<file path="src/hdl/adc_seq_regs.svh">
`ifndef ADC_SEQ_REGS_SVH
`define ADC_SEQ_REGS_SVH

// Register byte offsets
`define OFS_ONESHOT_SELECT     8'h00
`define OFS_ONESHOT_RESULT     8'h04
`define OFS_PERIODIC_SELECT    8'h08
`define OFS_SLOT0_LIMIT        8'h0C
`define OFS_SLOT1_LIMIT        8'h10
`define OFS_PERIODIC_CONTROL   8'h14
`define OFS_CONVERTER_CONTROL  8'h18
`define OFS_SLOT0_RESULT       8'h1C
`define OFS_SLOT1_RESULT       8'h20
`define OFS_STATUS             8'h24

// Field positions
`define ONESHOT_START_BIT      4
`define LIMIT_POLARITY_BIT     12
`define SLOT0_EN_BIT           16
`define SLOT1_EN_BIT           17
`define SLOT0_OFF_BIT          18
`define SLOT1_OFF_BIT          19
`define FORCE_ON_BIT           0
`define EXT_DELAY_BIT          1
`define SLEEP_BIT              2
`define THERM_EN_BIT           3

// Reset values
`define INTERVAL_RESET         16'h0000
`define THERM_EN_RESET         1'b1

// Timing
`define CLK_HZ                 25000000
`define EXT_DELAY_US           400
// Scaled in two steps so the product stays inside 32 bits
`define EXT_DELAY_CYCLES       ((`EXT_DELAY_US * (`CLK_HZ / 1000)) / 1000)
`define SETTLE_CYCLES          8
`define MAX_SLEEP_CHANNEL      10
`define THERM_CH_A             12
`define THERM_CH_B             13

`endif

</file>
<file path="src/hdl/adc_seq_pkg.sv">
package adc_seq_pkg;

  typedef enum logic [2:0] {
    st_idle,
    st_powerup,
    st_wait,
    st_convert,
    st_store
  } seq_state_e;

  typedef struct packed {
    logic        awvalid;
    logic [7:0]  awaddr;
    logic        wvalid;
    logic [31:0] wdata;
    logic [3:0]  wstrb;
    logic        bready;
    logic        arvalid;
    logic [7:0]  araddr;
    logic        rready;
  } axi_req_s;

  typedef struct packed {
    logic        awready;
    logic        wready;
    logic        bvalid;
    logic [1:0]  bresp;
    logic        arready;
    logic        rvalid;
    logic [31:0] rdata;
    logic [1:0]  rresp;
  } axi_rsp_s;

  typedef struct packed {
    logic [11:0] value;
    logic        above;
  } limit_s;

endpackage

</file>
<file path="src/hdl/adc_conversion_sequencer.sv">
`timescale 1ns/10ps
`include "adc_seq_regs.svh"

// Operation
// - One-shot: select channel, request; result goes to result reg, event raised
// - Periodic mode converts one or two slots, compares against limits
// - Periodic mode powers converter up and down by itself
// - Each periodic result lands in its slot result register
// - Slots converted in ascending channel order; lower result to slot 0
// - Limit hit raises interrupt and stores the result
// - Unread results are overwritten by newer ones
// - Periodic conversions continue regardless of pending events
// - Limit hit with slot power-off enable requests shutdown
// - Sleep/off converts only channels 0-10, plus 12/13 if thermal on
// - Pending one-shot request beats periodic conversion
// - Extended-delay bit adds 400 us before sampling
// - Results are 12-bit unsigned codes 0 to 4095
module adc_conversion_sequencer #(
  parameter int unsigned EXT_DELAY = `EXT_DELAY_CYCLES
) (
  // Clock and reset
  input  wire logic                 sys_clk,
  input  wire logic                 reset,
  // Register bus
  input  wire adc_seq_pkg::axi_req_s axi_req,
  output      adc_seq_pkg::axi_rsp_s axi_rsp,
  // Converter core
  output      logic                 adc_power,
  output      logic                 adc_start,
  output      logic [3:0]           adc_channel,
  input  wire logic                 adc_done,
  input  wire logic [11:0]          adc_code,
  // Device state
  input  wire logic                 low_power_state,
  // System events
  output      logic                 conv_event,
  output      logic                 shutdown_request
);

  ////////////////////////////////////////////////////////////////////////////

  typedef struct packed {
    adc_seq_pkg::axi_rsp_s   rsp;
    logic                    aw_held;
    logic [7:0]              aw_addr;
    logic                    w_held;
    logic [31:0]             w_data;
    logic [3:0]              os_channel;
    logic                    os_pending;
    logic [11:0]             os_result;
    logic [3:0]              sel0;
    logic [3:0]              sel1;
    adc_seq_pkg::limit_s     lim0;
    adc_seq_pkg::limit_s     lim1;
    logic [15:0]             interval;
    logic                    en0;
    logic                    en1;
    logic                    off0;
    logic                    off1;
    logic                    force_on;
    logic                    ext_delay;
    logic                    therm_en;
    logic [11:0]             res0;
    logic [11:0]             res1;
    logic                    hit0;
    logic                    hit1;
    logic                    os_done;
    logic [15:0]             tick;
    logic                    per_pending;
    logic                    per_stage;
    logic                    cur_oneshot;
    logic                    cur_slot;
    logic [19:0]             wait_cnt;
    logic [11:0]             code;
    adc_seq_pkg::seq_state_e state;
    logic                    power;
    logic                    start;
    logic [3:0]              channel;
    logic                    irq;
    logic                    shutdown;
  } state_s;

  state_s cur;
  state_s next_cur;

  ////////////////////////////////////////////////////////////////////////////

  // Low-power channel filter
  function automatic logic channel_allowed(input logic [3:0] ch,
                                           input logic       low_pwr,
                                           input logic       therm);
    if (!low_pwr)
      channel_allowed = 1'b1;
    else if (ch <= 4'(`MAX_SLEEP_CHANNEL))
      channel_allowed = 1'b1;
    else if (ch == 4'(`THERM_CH_A) || ch == 4'(`THERM_CH_B))
      channel_allowed = therm;
    else
      channel_allowed = 1'b0;
  endfunction

  function automatic logic limit_hit(input logic [11:0]         code,
                                     input adc_seq_pkg::limit_s lim);
    limit_hit = lim.above ? (code > lim.value) : (code < lim.value);
  endfunction

  function automatic logic [31:0] read_word(input state_s s,
                                            input logic [7:0] a);
    case (a)
      `OFS_ONESHOT_SELECT:
        read_word = {27'h0000000, s.os_pending, s.os_channel};
      `OFS_ONESHOT_RESULT:    read_word = {20'h00000, s.os_result};
      `OFS_PERIODIC_SELECT:   read_word = {24'h000000, s.sel1, s.sel0};
      `OFS_SLOT0_LIMIT:
        read_word = {19'h00000, s.lim0.above, s.lim0.value};
      `OFS_SLOT1_LIMIT:
        read_word = {19'h00000, s.lim1.above, s.lim1.value};
      `OFS_PERIODIC_CONTROL:
        read_word = {12'h000, s.off1, s.off0, s.en1, s.en0, s.interval};
      `OFS_CONVERTER_CONTROL:
        read_word = {28'h0000000, s.therm_en, 1'b0, s.ext_delay,
                     s.force_on};
      `OFS_SLOT0_RESULT:      read_word = {20'h00000, s.res0};
      `OFS_SLOT1_RESULT:      read_word = {20'h00000, s.res1};
      `OFS_STATUS:
        read_word = {26'h0000000, s.shutdown, s.power, s.hit1, s.hit0,
                     s.os_done, s.state != adc_seq_pkg::st_idle};
      default:                read_word = 32'h00000000;
    endcase
  endfunction

  function automatic logic mapped(input logic [7:0] a);
    mapped = (a[1:0] == 2'h0) && (a <= `OFS_STATUS);
  endfunction

  ////////////////////////////////////////////////////////////////////////////

  always_comb
  begin
    logic       do_write;
    logic [7:0] wa;
    logic       trigger;
    logic [3:0] lo_ch;
    logic [3:0] hi_ch;
    logic       lo_slot;
    logic       slot_en;
    logic       hit;
    next_cur = cur;
    do_write = 1'b0;
    wa       = cur.aw_addr;
    trigger  = 1'b0;
    lo_ch    = 4'h0;
    hi_ch    = 4'h0;
    lo_slot  = 1'b0;
    slot_en  = 1'b0;
    hit      = 1'b0;
    next_cur.start = 1'b0;
    next_cur.irq   = 1'b0;

    // Write channel: address and data in either order
    if (axi_req.awvalid && cur.rsp.awready)
    begin
      next_cur.aw_held     = 1'b1;
      next_cur.aw_addr     = axi_req.awaddr;
      next_cur.rsp.awready = 1'b0;
    end
    if (axi_req.wvalid && cur.rsp.wready)
    begin
      next_cur.w_held     = 1'b1;
      next_cur.w_data     = axi_req.wdata;
      next_cur.rsp.wready = 1'b0;
    end
    if (cur.aw_held && cur.w_held && !cur.rsp.bvalid)
    begin
      do_write            = 1'b1;
      next_cur.aw_held    = 1'b0;
      next_cur.w_held     = 1'b0;
      next_cur.rsp.bvalid = 1'b1;
      next_cur.rsp.bresp  = mapped(wa) ? 2'h0 : 2'h2;
    end
    if (cur.rsp.bvalid && axi_req.bready)
    begin
      next_cur.rsp.bvalid  = 1'b0;
      next_cur.rsp.awready = 1'b1;
      next_cur.rsp.wready  = 1'b1;
    end

    // Read channel
    if (axi_req.arvalid && cur.rsp.arready)
    begin
      next_cur.rsp.arready = 1'b0;
      next_cur.rsp.rvalid  = 1'b1;
      next_cur.rsp.rdata   = read_word(cur, axi_req.araddr);
      next_cur.rsp.rresp   = mapped(axi_req.araddr) ? 2'h0 : 2'h2;
    end
    if (cur.rsp.rvalid && axi_req.rready)
    begin
      next_cur.rsp.rvalid  = 1'b0;
      next_cur.rsp.arready = 1'b1;
    end

    // Register writes; status flags os_done, hit0, hit1 and shutdown clear by writing one
    if (do_write)
    begin
      unique case (wa)
        `OFS_ONESHOT_SELECT:
        begin
          next_cur.os_channel = cur.w_data[3:0];
          if (cur.w_data[`ONESHOT_START_BIT])
            next_cur.os_pending = 1'b1;
        end
        `OFS_PERIODIC_SELECT:
        begin
          next_cur.sel0 = cur.w_data[3:0];
          next_cur.sel1 = cur.w_data[7:4];
        end
        `OFS_SLOT0_LIMIT:
          next_cur.lim0 = {cur.w_data[11:0], cur.w_data[`LIMIT_POLARITY_BIT]};
        `OFS_SLOT1_LIMIT:
          next_cur.lim1 = {cur.w_data[11:0], cur.w_data[`LIMIT_POLARITY_BIT]};
        `OFS_PERIODIC_CONTROL:
        begin
          next_cur.interval = cur.w_data[15:0];
          next_cur.en0      = cur.w_data[`SLOT0_EN_BIT];
          next_cur.en1      = cur.w_data[`SLOT1_EN_BIT];
          next_cur.off0     = cur.w_data[`SLOT0_OFF_BIT];
          next_cur.off1     = cur.w_data[`SLOT1_OFF_BIT];
          next_cur.tick     = cur.w_data[15:0];
        end
        `OFS_CONVERTER_CONTROL:
        begin
          next_cur.force_on  = cur.w_data[`FORCE_ON_BIT];
          next_cur.ext_delay = cur.w_data[`EXT_DELAY_BIT];
          next_cur.therm_en  = cur.w_data[`THERM_EN_BIT];
        end
        `OFS_STATUS:
        begin
          if (cur.w_data[1])
            next_cur.os_done = 1'b0;
          if (cur.w_data[2])
            next_cur.hit0 = 1'b0;
          if (cur.w_data[3])
            next_cur.hit1 = 1'b0;
          if (cur.w_data[5])
            next_cur.shutdown = 1'b0;
        end
        default:
        begin
        end
      endcase
    end

    // Interval counter; keeps running whatever flags are pending
    if (cur.en0 || cur.en1)
    begin
      if (cur.tick == 16'h0000)
      begin
        trigger       = 1'b1;
        next_cur.tick = cur.interval;
      end
      else
        next_cur.tick = cur.tick - 16'h0001;
    end
    if (trigger)
      next_cur.per_pending = 1'b1;

    // Ascending channel order across the two slots
    lo_slot = (cur.en0 && cur.en1) ? (cur.sel1 < cur.sel0) : cur.en1;
    lo_ch   = lo_slot ? cur.sel1 : cur.sel0;
    hi_ch   = lo_slot ? cur.sel0 : cur.sel1;

    // Sequencer
    unique case (cur.state)
      adc_seq_pkg::st_idle:
      begin
        next_cur.power = cur.force_on;
        // One-shot first; a mid-conversion request waits here
        if (cur.os_pending &&
            channel_allowed(cur.os_channel, low_power_state, cur.therm_en))
        begin
          next_cur.cur_oneshot = 1'b1;
          next_cur.os_pending  = 1'b0;
          next_cur.channel     = cur.os_channel;
          next_cur.state       = adc_seq_pkg::st_powerup;
        end
        else if (cur.per_pending)
        begin
          slot_en = cur.per_stage ? (cur.en0 && cur.en1) : 1'b1;
          if (!slot_en || !(cur.en0 || cur.en1))
          begin
            next_cur.per_pending = 1'b0;
            next_cur.per_stage   = 1'b0;
          end
          else
          begin
            next_cur.cur_oneshot = 1'b0;
            // Lower channel always lands in slot 0 when both run
            next_cur.cur_slot    = (cur.en0 && cur.en1) ? cur.per_stage
                                                        : lo_slot;
            next_cur.channel     = cur.per_stage ? hi_ch : lo_ch;
            if (channel_allowed(next_cur.channel, low_power_state,
                                cur.therm_en))
              next_cur.state = adc_seq_pkg::st_powerup;
            else
            begin
              next_cur.per_stage   = ~cur.per_stage && cur.en0 && cur.en1;
              next_cur.per_pending = next_cur.per_stage;
            end
          end
        end
        else if (cur.os_pending)
          next_cur.os_pending = 1'b0;
      end
      adc_seq_pkg::st_powerup:
      begin
        next_cur.power    = 1'b1;
        next_cur.wait_cnt = cur.ext_delay ?
          20'(EXT_DELAY + `SETTLE_CYCLES) : 20'(`SETTLE_CYCLES);
        next_cur.state    = adc_seq_pkg::st_wait;
      end
      adc_seq_pkg::st_wait:
      begin
        if (cur.wait_cnt <= 20'h00001)
        begin
          next_cur.start = 1'b1;
          next_cur.state = adc_seq_pkg::st_convert;
        end
        else
          next_cur.wait_cnt = cur.wait_cnt - 20'h00001;
      end
      adc_seq_pkg::st_convert:
        if (adc_done)
        begin
          // Code is only valid alongside done
          next_cur.code  = adc_code;
          next_cur.state = adc_seq_pkg::st_store;
        end
      adc_seq_pkg::st_store:
      begin
        next_cur.state = adc_seq_pkg::st_idle;
        next_cur.power = cur.force_on;
        if (cur.cur_oneshot)
        begin
          next_cur.os_result = cur.code;
          next_cur.os_done   = 1'b1;
          next_cur.irq       = 1'b1;
        end
        else
        begin
          hit = limit_hit(cur.code, cur.cur_slot ? cur.lim1 : cur.lim0);
          if (cur.cur_slot)
            next_cur.res1 = cur.code;
          else
            next_cur.res0 = cur.code;
          if (hit)
          begin
            next_cur.irq = 1'b1;
            if (cur.cur_slot)
              next_cur.hit1 = 1'b1;
            else
              next_cur.hit0 = 1'b1;
            if (cur.cur_slot ? cur.off1 : cur.off0)
              next_cur.shutdown = 1'b1;
          end
          next_cur.per_stage   = ~cur.per_stage && cur.en0 && cur.en1;
          next_cur.per_pending = next_cur.per_stage || trigger;
        end
      end
    endcase
  end

  ////////////////////////////////////////////////////////////////////////////

  always_ff @(posedge sys_clk)
  begin
    if (reset)
    begin
      cur             <= '0;
      cur.rsp.awready <= 1'b1;
      cur.rsp.wready  <= 1'b1;
      cur.rsp.arready <= 1'b1;
      cur.interval    <= `INTERVAL_RESET;
      cur.therm_en    <= `THERM_EN_RESET;
      cur.state       <= adc_seq_pkg::st_idle;
    end
    else
      cur <= next_cur;
  end

  assign axi_rsp          = cur.rsp;
  assign adc_power        = cur.power;
  assign adc_start        = cur.start;
  assign adc_channel      = cur.channel;
  assign conv_event       = cur.irq;
  assign shutdown_request = cur.shutdown;

endmodule

</file>
<file path="config.mk">
export PLATFORM = sky130hd
export DESIGN_NAME = adc_conversion_sequencer
export DESIGN_NICKNAME = d
export VERILOG_FILES = /design/src/hdl/adc_seq_pkg.sv /design/src/hdl/adc_conversion_sequencer.sv
export VERILOG_INCLUDE_DIRS = /design/src /design/src/hdl
export SDC_FILE = /design/constraint.sdc
export NUM_CORES = 1
export LEC_CHECK = 0
export ABC_CLOCK_PERIOD_IN_PS = 4700
export BUFFER_PORTS_ARGS = -buffer_cell sky130_fd_sc_hd__buf_2
export CAP_MARGIN = 20
export CORE_AREA = 3 3 151 168
export DETAILED_ROUTE_END_ITERATION = 8
export DIE_AREA = 0 0 154 171
export MAX_ROUTING_LAYER = met4
export PLACE_DENSITY = 0.72
export SYNTH_ARGS = -nofsm -noshare
export SYNTH_HDL_FRONTEND = slang
export SYNTH_SLANG_ARGS = --single-unit
</file>
<file path="constraint.sdc">
create_clock -name sys_clk -period 4.7 [get_ports sys_clk]
set_input_delay 1.41 -clock sys_clk [delete_from_list [all_inputs] [get_ports sys_clk]]
set_output_delay 1.41 -clock sys_clk [all_outputs]
set_load 0.05 [all_outputs]
</file>
# --- Yosys cells after proc, flatten, opt, wreduce, memory -nomap -nowiden ---
# Cells that the tools add are included.
word_totals:
  out_inout_bits: 49
  inputBits: 73
  elab_cells: 233
  register_bits: 235
classes:
  add_sub_neg: 2
  magnitude_cmp: 8
  bitwise: 7
  reduce_logical: 56
  n_eq_ne: 34
  mux: 79
op_table:
  columns: ["cell", "n"]
  rows:
  - ["20-bit one-hot mux with 10 select lines", 1]
  - ["8-bit by 5-bit == test with 1-bit output, second input constant", 7]
  - ["16-bit 2-to-1 mux", 3]
  - ["1-bit 2-to-1 mux", 42]
  - ["20-bit one-hot mux with 2 select lines", 1]
  - ["8-bit by 4-bit == test with 1-bit output, second input constant", 4]
  - ["4-bit 2-to-1 mux", 7]
  - ["8-bit by 6-bit == test with 1-bit output, second input constant", 3]
  - ["3-bit 2-to-1 mux", 8]
  - ["20-bit by 1-bit <= comparator with 1-bit output, second input constant", 1]
  - ["2-bit 2-to-1 mux", 10]
  - ["20-bit 2-to-1 mux", 1]
  - ["2-bit AND reduction", 10]
  - ["20-bit by 1-bit subtractor with 20-bit output, second input constant", 1]
  - ["19-bit 2-to-1 mux", 1]
  - ["4-bit == test, second input constant", 4]
  - ["8-bit by 6-bit <= comparator with 1-bit output, second input constant", 2]
  - ["16-bit zero test", 1]
  - ["8-bit zero test", 2]
  - ["16-bit by 1-bit subtractor with 16-bit output, second input constant", 1]
  - ["3-bit one-hot mux with 5 select lines", 1]
  - ["14-bit 2-to-1 mux", 1]
  - ["2-bit != test, second input constant", 7]
  - ["1-bit logical AND", 13]
  - ["other kinds (23)", 54]

# --- Depth between registers and ports, before layout ---
logic_depth:
  ltp_word: 18
  ltp_mapped: 11
  mapped_depth_nobuf: 9

# --- Worst setup path after synthesis ---
# No wires, ideal clock.
synth_timing:
  kind: "input to register"
  start: "in axi_req[4] (netlist bit)"
  end: "reg cur, in the netlist axi_rsp[6]"
  setup_ns: 0.070
  path_stages: 7
  t_required_ns: 4.630
  arrival_ns: 2.951
  n_path_buf: 1
  slack_ns: 1.678
  path_cell_list: "clkbuf_1 -> nor4b_1 -> and2_1 -> a222oi_1 -> o21ai_0 -> o21ai_0 -> a21oi_1"
synth_between:
  elab_chain_cells: 2
  elab_cells_between_ends: 11
  cone_classes: "9 x eq/ne; 1 x mux; 1 x reduce/logical"
synth_lines:
  columns: ["item", "line_no", "text"]
  rows:
  - ["start, declared", "adc_conversion_sequencer.sv:25", "input wire adc_seq_pkg::axi_req_s axi_req,"]
  - ["8-bit by 6-bit == test with 1-bit output (tied with other cells)", "adc_conversion_sequencer.sv:109", "case (a)"]
  - ["20-bit one-hot mux with 10 select lines *", "adc_conversion_sequencer.sv:109", null]
  - ["end signal, assigned", "adc_conversion_sequencer.sv:387", "cur <= next_cur;"]
  - ["end, declared", "adc_conversion_sequencer.sv:83", "state_s cur;"]
# Mark *: on every way between the ends. The rest lies on a longest branch, timed or not.
# A chain may end at the register's enable or synchronous reset.

# --- Worst setup path after layout ---
layout_timing:
  start: "reg cur[198] (netlist bit)"
  end: "reg cur[119] (netlist bit)"
layout_between:
  elab_chain_cells: 2
layout_lines:
  columns: ["item", "line_no", "text"]
  rows:
  - ["8-bit by 5-bit == test with 1-bit output", "adc_conversion_sequencer.sv:205", "unique case (wa)"]
  - ["2-bit AND reduction (no source line)", null, null]
# No other way between the ends.

==> flow_metrics.py <==
metrics = {
    "run_status": {
        "status": "finished, final reports clean",
    },
    "synthesis": {
        "synth-simple-area-share_pct": 25.26,
        "avgSynthCellArea_sq_um": 7.745,
        "syn_area_sq_um": 10670,
        "synth_edf_count": 0,
        "synth.top_cell.area_share_pct": 41.45,
        "synth_top_cell_by_area": "dfxtp_1",
        "ys_seq_elements": 221,
        "ys.flop_type": "dfxtp_1",
        "syn_inst": 1378,
        "synth_mux_area_share_pct": 2.884,
        "synth-compound-area-share_pct": 19.82,
        "synth_xor_xnor_area_share_pct": 1.395,
        "synth_area_leaders": "dfxtp_1, nand2_1, a21oi_1, nor2_1, buf_4",
        "synth_top_family_by_area": "simple AND/OR/NAND/NOR gates",
        "yosys_warnings": 0,
        "async_flop_share_pct": 0,
        "synth-adder-area-share_pct": 2.227,
        "ys_seq_area_share_pct": 41.45,
        "synth.distinct_cells": 70,
    },
    "floorplanning": {
        "die_w_microns": 154,
        "fp.dieArea_sq_um": 26330,
        "core_sq_um": 23700,
        "die_h_microns": 171,
        "ioPinCount": 122,
        "rows": 59,
        "start_util_pct": 45.04,
    },
    "cells_and_area": {
        "final_core_util_pct": 50.22,
        "stdcell_area_sq_um": 11900,
        "area_delta_synth_final_pct": 11.51,
        "antenna_cells": 0,
        "drive_gt1_share_pct": 12.36,
        "fill_cells": 2284,
        "nets": 1493,
    },
    "sta": {
        "fin_crit_ns": 3.054,
        "finalHoldViolations": 0,
        "timing.hold.ws_ns": 0.4492,
        "setup_viol": 0,
        "skew_ns": 0.01185,
        "finalMaxSlewViolations": 0,
        "setup_tns_ns": 0,
        "worst_slew_pin_slew_ns": 1.046,
        "period_share_pct": 64.98,
        "relSlewSlack_pct": 29.99,
        "rsz0062_at_grt": "false",
        "worst_slack_ns": 1.646,
        "fmax_mhz": 327.5,
    },
    "worst_setup_path": {
        "path_max_fanout": 13,
        "slowest_delay_ns": 0.75,
        "reg2reg_from": "cur[198]",
        "cp-start-kind": "register",
        "rrSetupSlack_ns": 1.65,
        "rr_endpoint": "cur[119]",
        "crit_family": "simple AND/OR/NAND/NOR gates",
        "cp.required_ns": 5.15,
        "endpoint_kind": "register",
        "crit_arrival_ns": 3.50,
        "worst_path_most_repeated_cell": "nand2_1",
        "cp_slowest_cell": "nor2_1",
        "rr_worst_depth": 7,
        "critPathKind": "reg -> reg",
        "crit_chain": "nor4_1 > nand2_1 > nor3_1 > nand2_1 > nor2_1 > nand2_1 > a21oi_1",
        "critPathBufInv": 0,
    },
    "clock_tree": {
        "htree_levels": 1,
        "path_clk_slew_ns": 0.06,
        "clockBufferDepth": 3,
        "clock_sinks": 221,
        "cts_resized": 0,
        "post_cts_buffers": 0,
        "cts_tree": "yes",
        "clock_latency_ns": 0.52,
        "numCtsBuffers": 24,
        "cts-root-buf": "clkbuf_16",
        "cts-hold-fix-buffers": 0,
    },
    "worst_hold_path": {
        "hold_start": "adc_channel[2]",
        "holdPathStages": 2,
        "hold_end": "adc_channel[2]",
        "worstHoldPathType": "reg -> reg",
    },
    "placement": {
        "dpl-instance-area_sq_um": 11050,
        "routabilityCongestion": 0.9313,
        "io_buffer_count": 91,
        "post-place-ws_ns": 1.274,
        "dp_hpwl_microns": 21880,
    },
    "global_routing": {
        "grt_overflow": 0,
        "grt_pass1_wl_microns": 48710,
        "grt_antenna_before_repair": 0,
        "grt_start_max_net_pins": 113,
        "grt_pass1_vias": 9033,
        "gr-usage-all-layers_pct": 23.12,
    },
    "route": {
        "firstDrtPassIters": 7,
        "drtAntennaViolNets": 0,
        "routedWlPerCell_microns": 18.09,
        "routed-via-count": 9935,
        "routed_wl_microns": 31130,
        "avgViaCountPerCell": 5.773,
        "dr.first_iter.drc_count": 874,
        "post-route-drc-count": 0,
    },
    "power_and_ir_drop": {
        "ir_drop_mv": 0.2118,
        "powerDensity_nw_per_um2": 392.2,
        "leakage_nw": 4.336,
    },
    "job": {
        "drv_cap": 0,
    },
}
[power by group]
group	internal, W	switching, W
clock network	0.00127	0.000769
logic	0.000217	0.000395
registers	0.00194	0.0000751
[layout make-up]
type / instances / area (sq um) / area share [%]
multi-input cells: 1023 / 5568 / 46.78
flip-flops and latches: 221 / 4424 / 37.17
clock buffers: 33 / 675.6 / 5.677
repair buffers: 111 / 609.3 / 5.120
well taps: 305 / 381.6 / 3.206
clock inverters: 8 / 167.7 / 1.409
inverters: 20 / 75.07 / 0.6308
[stage by stage]
| stage | total power (W) | cells |
|---|---|---|
| 3_3_place_gp | 0.002657 | 1678 |
| 4_1_cts | 0.004703 | 1719 |
| 3_5_place_dp | 0.002670 | 1678 |
| 6_report | 0.004668 | 1721 |
| 5_1_grt | 0.004856 | 1721 |
| 2_1_floorplan | 0.002526 | 1391 |
[sequential cells by signal, indices dropped and copies added, names as in the netlist]
signal and flops:
cur 186, axi_rsp 27, adc_channel 4, adc_power 1
adc_start 1, conv_event 1, shutdown_request 1
[Yosys cell counts, drive strengths merged, types with 13 or more instances]
master	n
clkbuf	73
mux2i	24
nand2	329
ha	19
inv	20
nand3	41
o21ai	26
nor3	39
a22oi	28
a21oi	187
dfxtp	221
nor2	99
or2	13
xnor2	17
buf	54
[tightest hold or removal path, stage by stage, from the launching register on]
cell,delay [ns]
dfxtp_1,0.31
nand2_1,0.05
a21oi_1,0.05
[metal layers]
| metal | vias up | wire length (microns) | global-route usage (%) |
|---|---|---|---|
| met3 | 89 | 2117 | 2.884 |
| met2 | 374 | 14670 | 37.71 |
| met5 | - | 0 | - |
| met1 | 4660 | 13040 | 29.46 |
| met4 | 0 | 1293 | 8.871 |
| li1 | 4812 | - | - |
[cell families (layout without fill, tap and decap cells)]
| kind of cell | Yosys count | in the layout |
|---|---|---|
| multiplexers | 30 | 30 |
| adder cells (fa/ha/maj) | 19 | 19 |
| other | 1 | 14 |
| XOR/XNOR | 17 | 17 |
| AO/OA/AOI/OAI | 340 | 340 |
| buffers and inverters | 147 | 172 |
| flip-flops | 221 | 221 |
| AND/OR/NAND/NOR | 603 | 603 |
[how the worst max path moves through the flow]
stage,startpoint,to,cells after the start
floorplan,axi_req[4],axi_rsp[6],7
global placement,axi_req[3],axi_rsp[6],7
detailed placement,axi_req[5],axi_rsp[6],7
CTS,cur[197],cur[114],7
global route,cur[197],cur[119],7
finish,cur[198],cur[119],7
[placed cells by master (no fill, tap or decap), types with 23 or more instances in the layout]
| cell type | synthesis | routed |
|---|---|---|
| dfxtp_1 | 221 | 221 |
| nor3_1 | 38 | 38 |
| a21oi_1 | 186 | 186 |
| clkbuf_16 | 0 | 25 |
| nand3_1 | 41 | 41 |
| mux2i_1 | 24 | 24 |
| buf_2 | 5 | 90 |
| nor2_1 | 99 | 99 |
| nand2_1 | 328 | 328 |
| a22oi_1 | 28 | 28 |
| o21ai_0 | 23 | 23 |
Note: power is estimated with default switching activity, not from simulation.
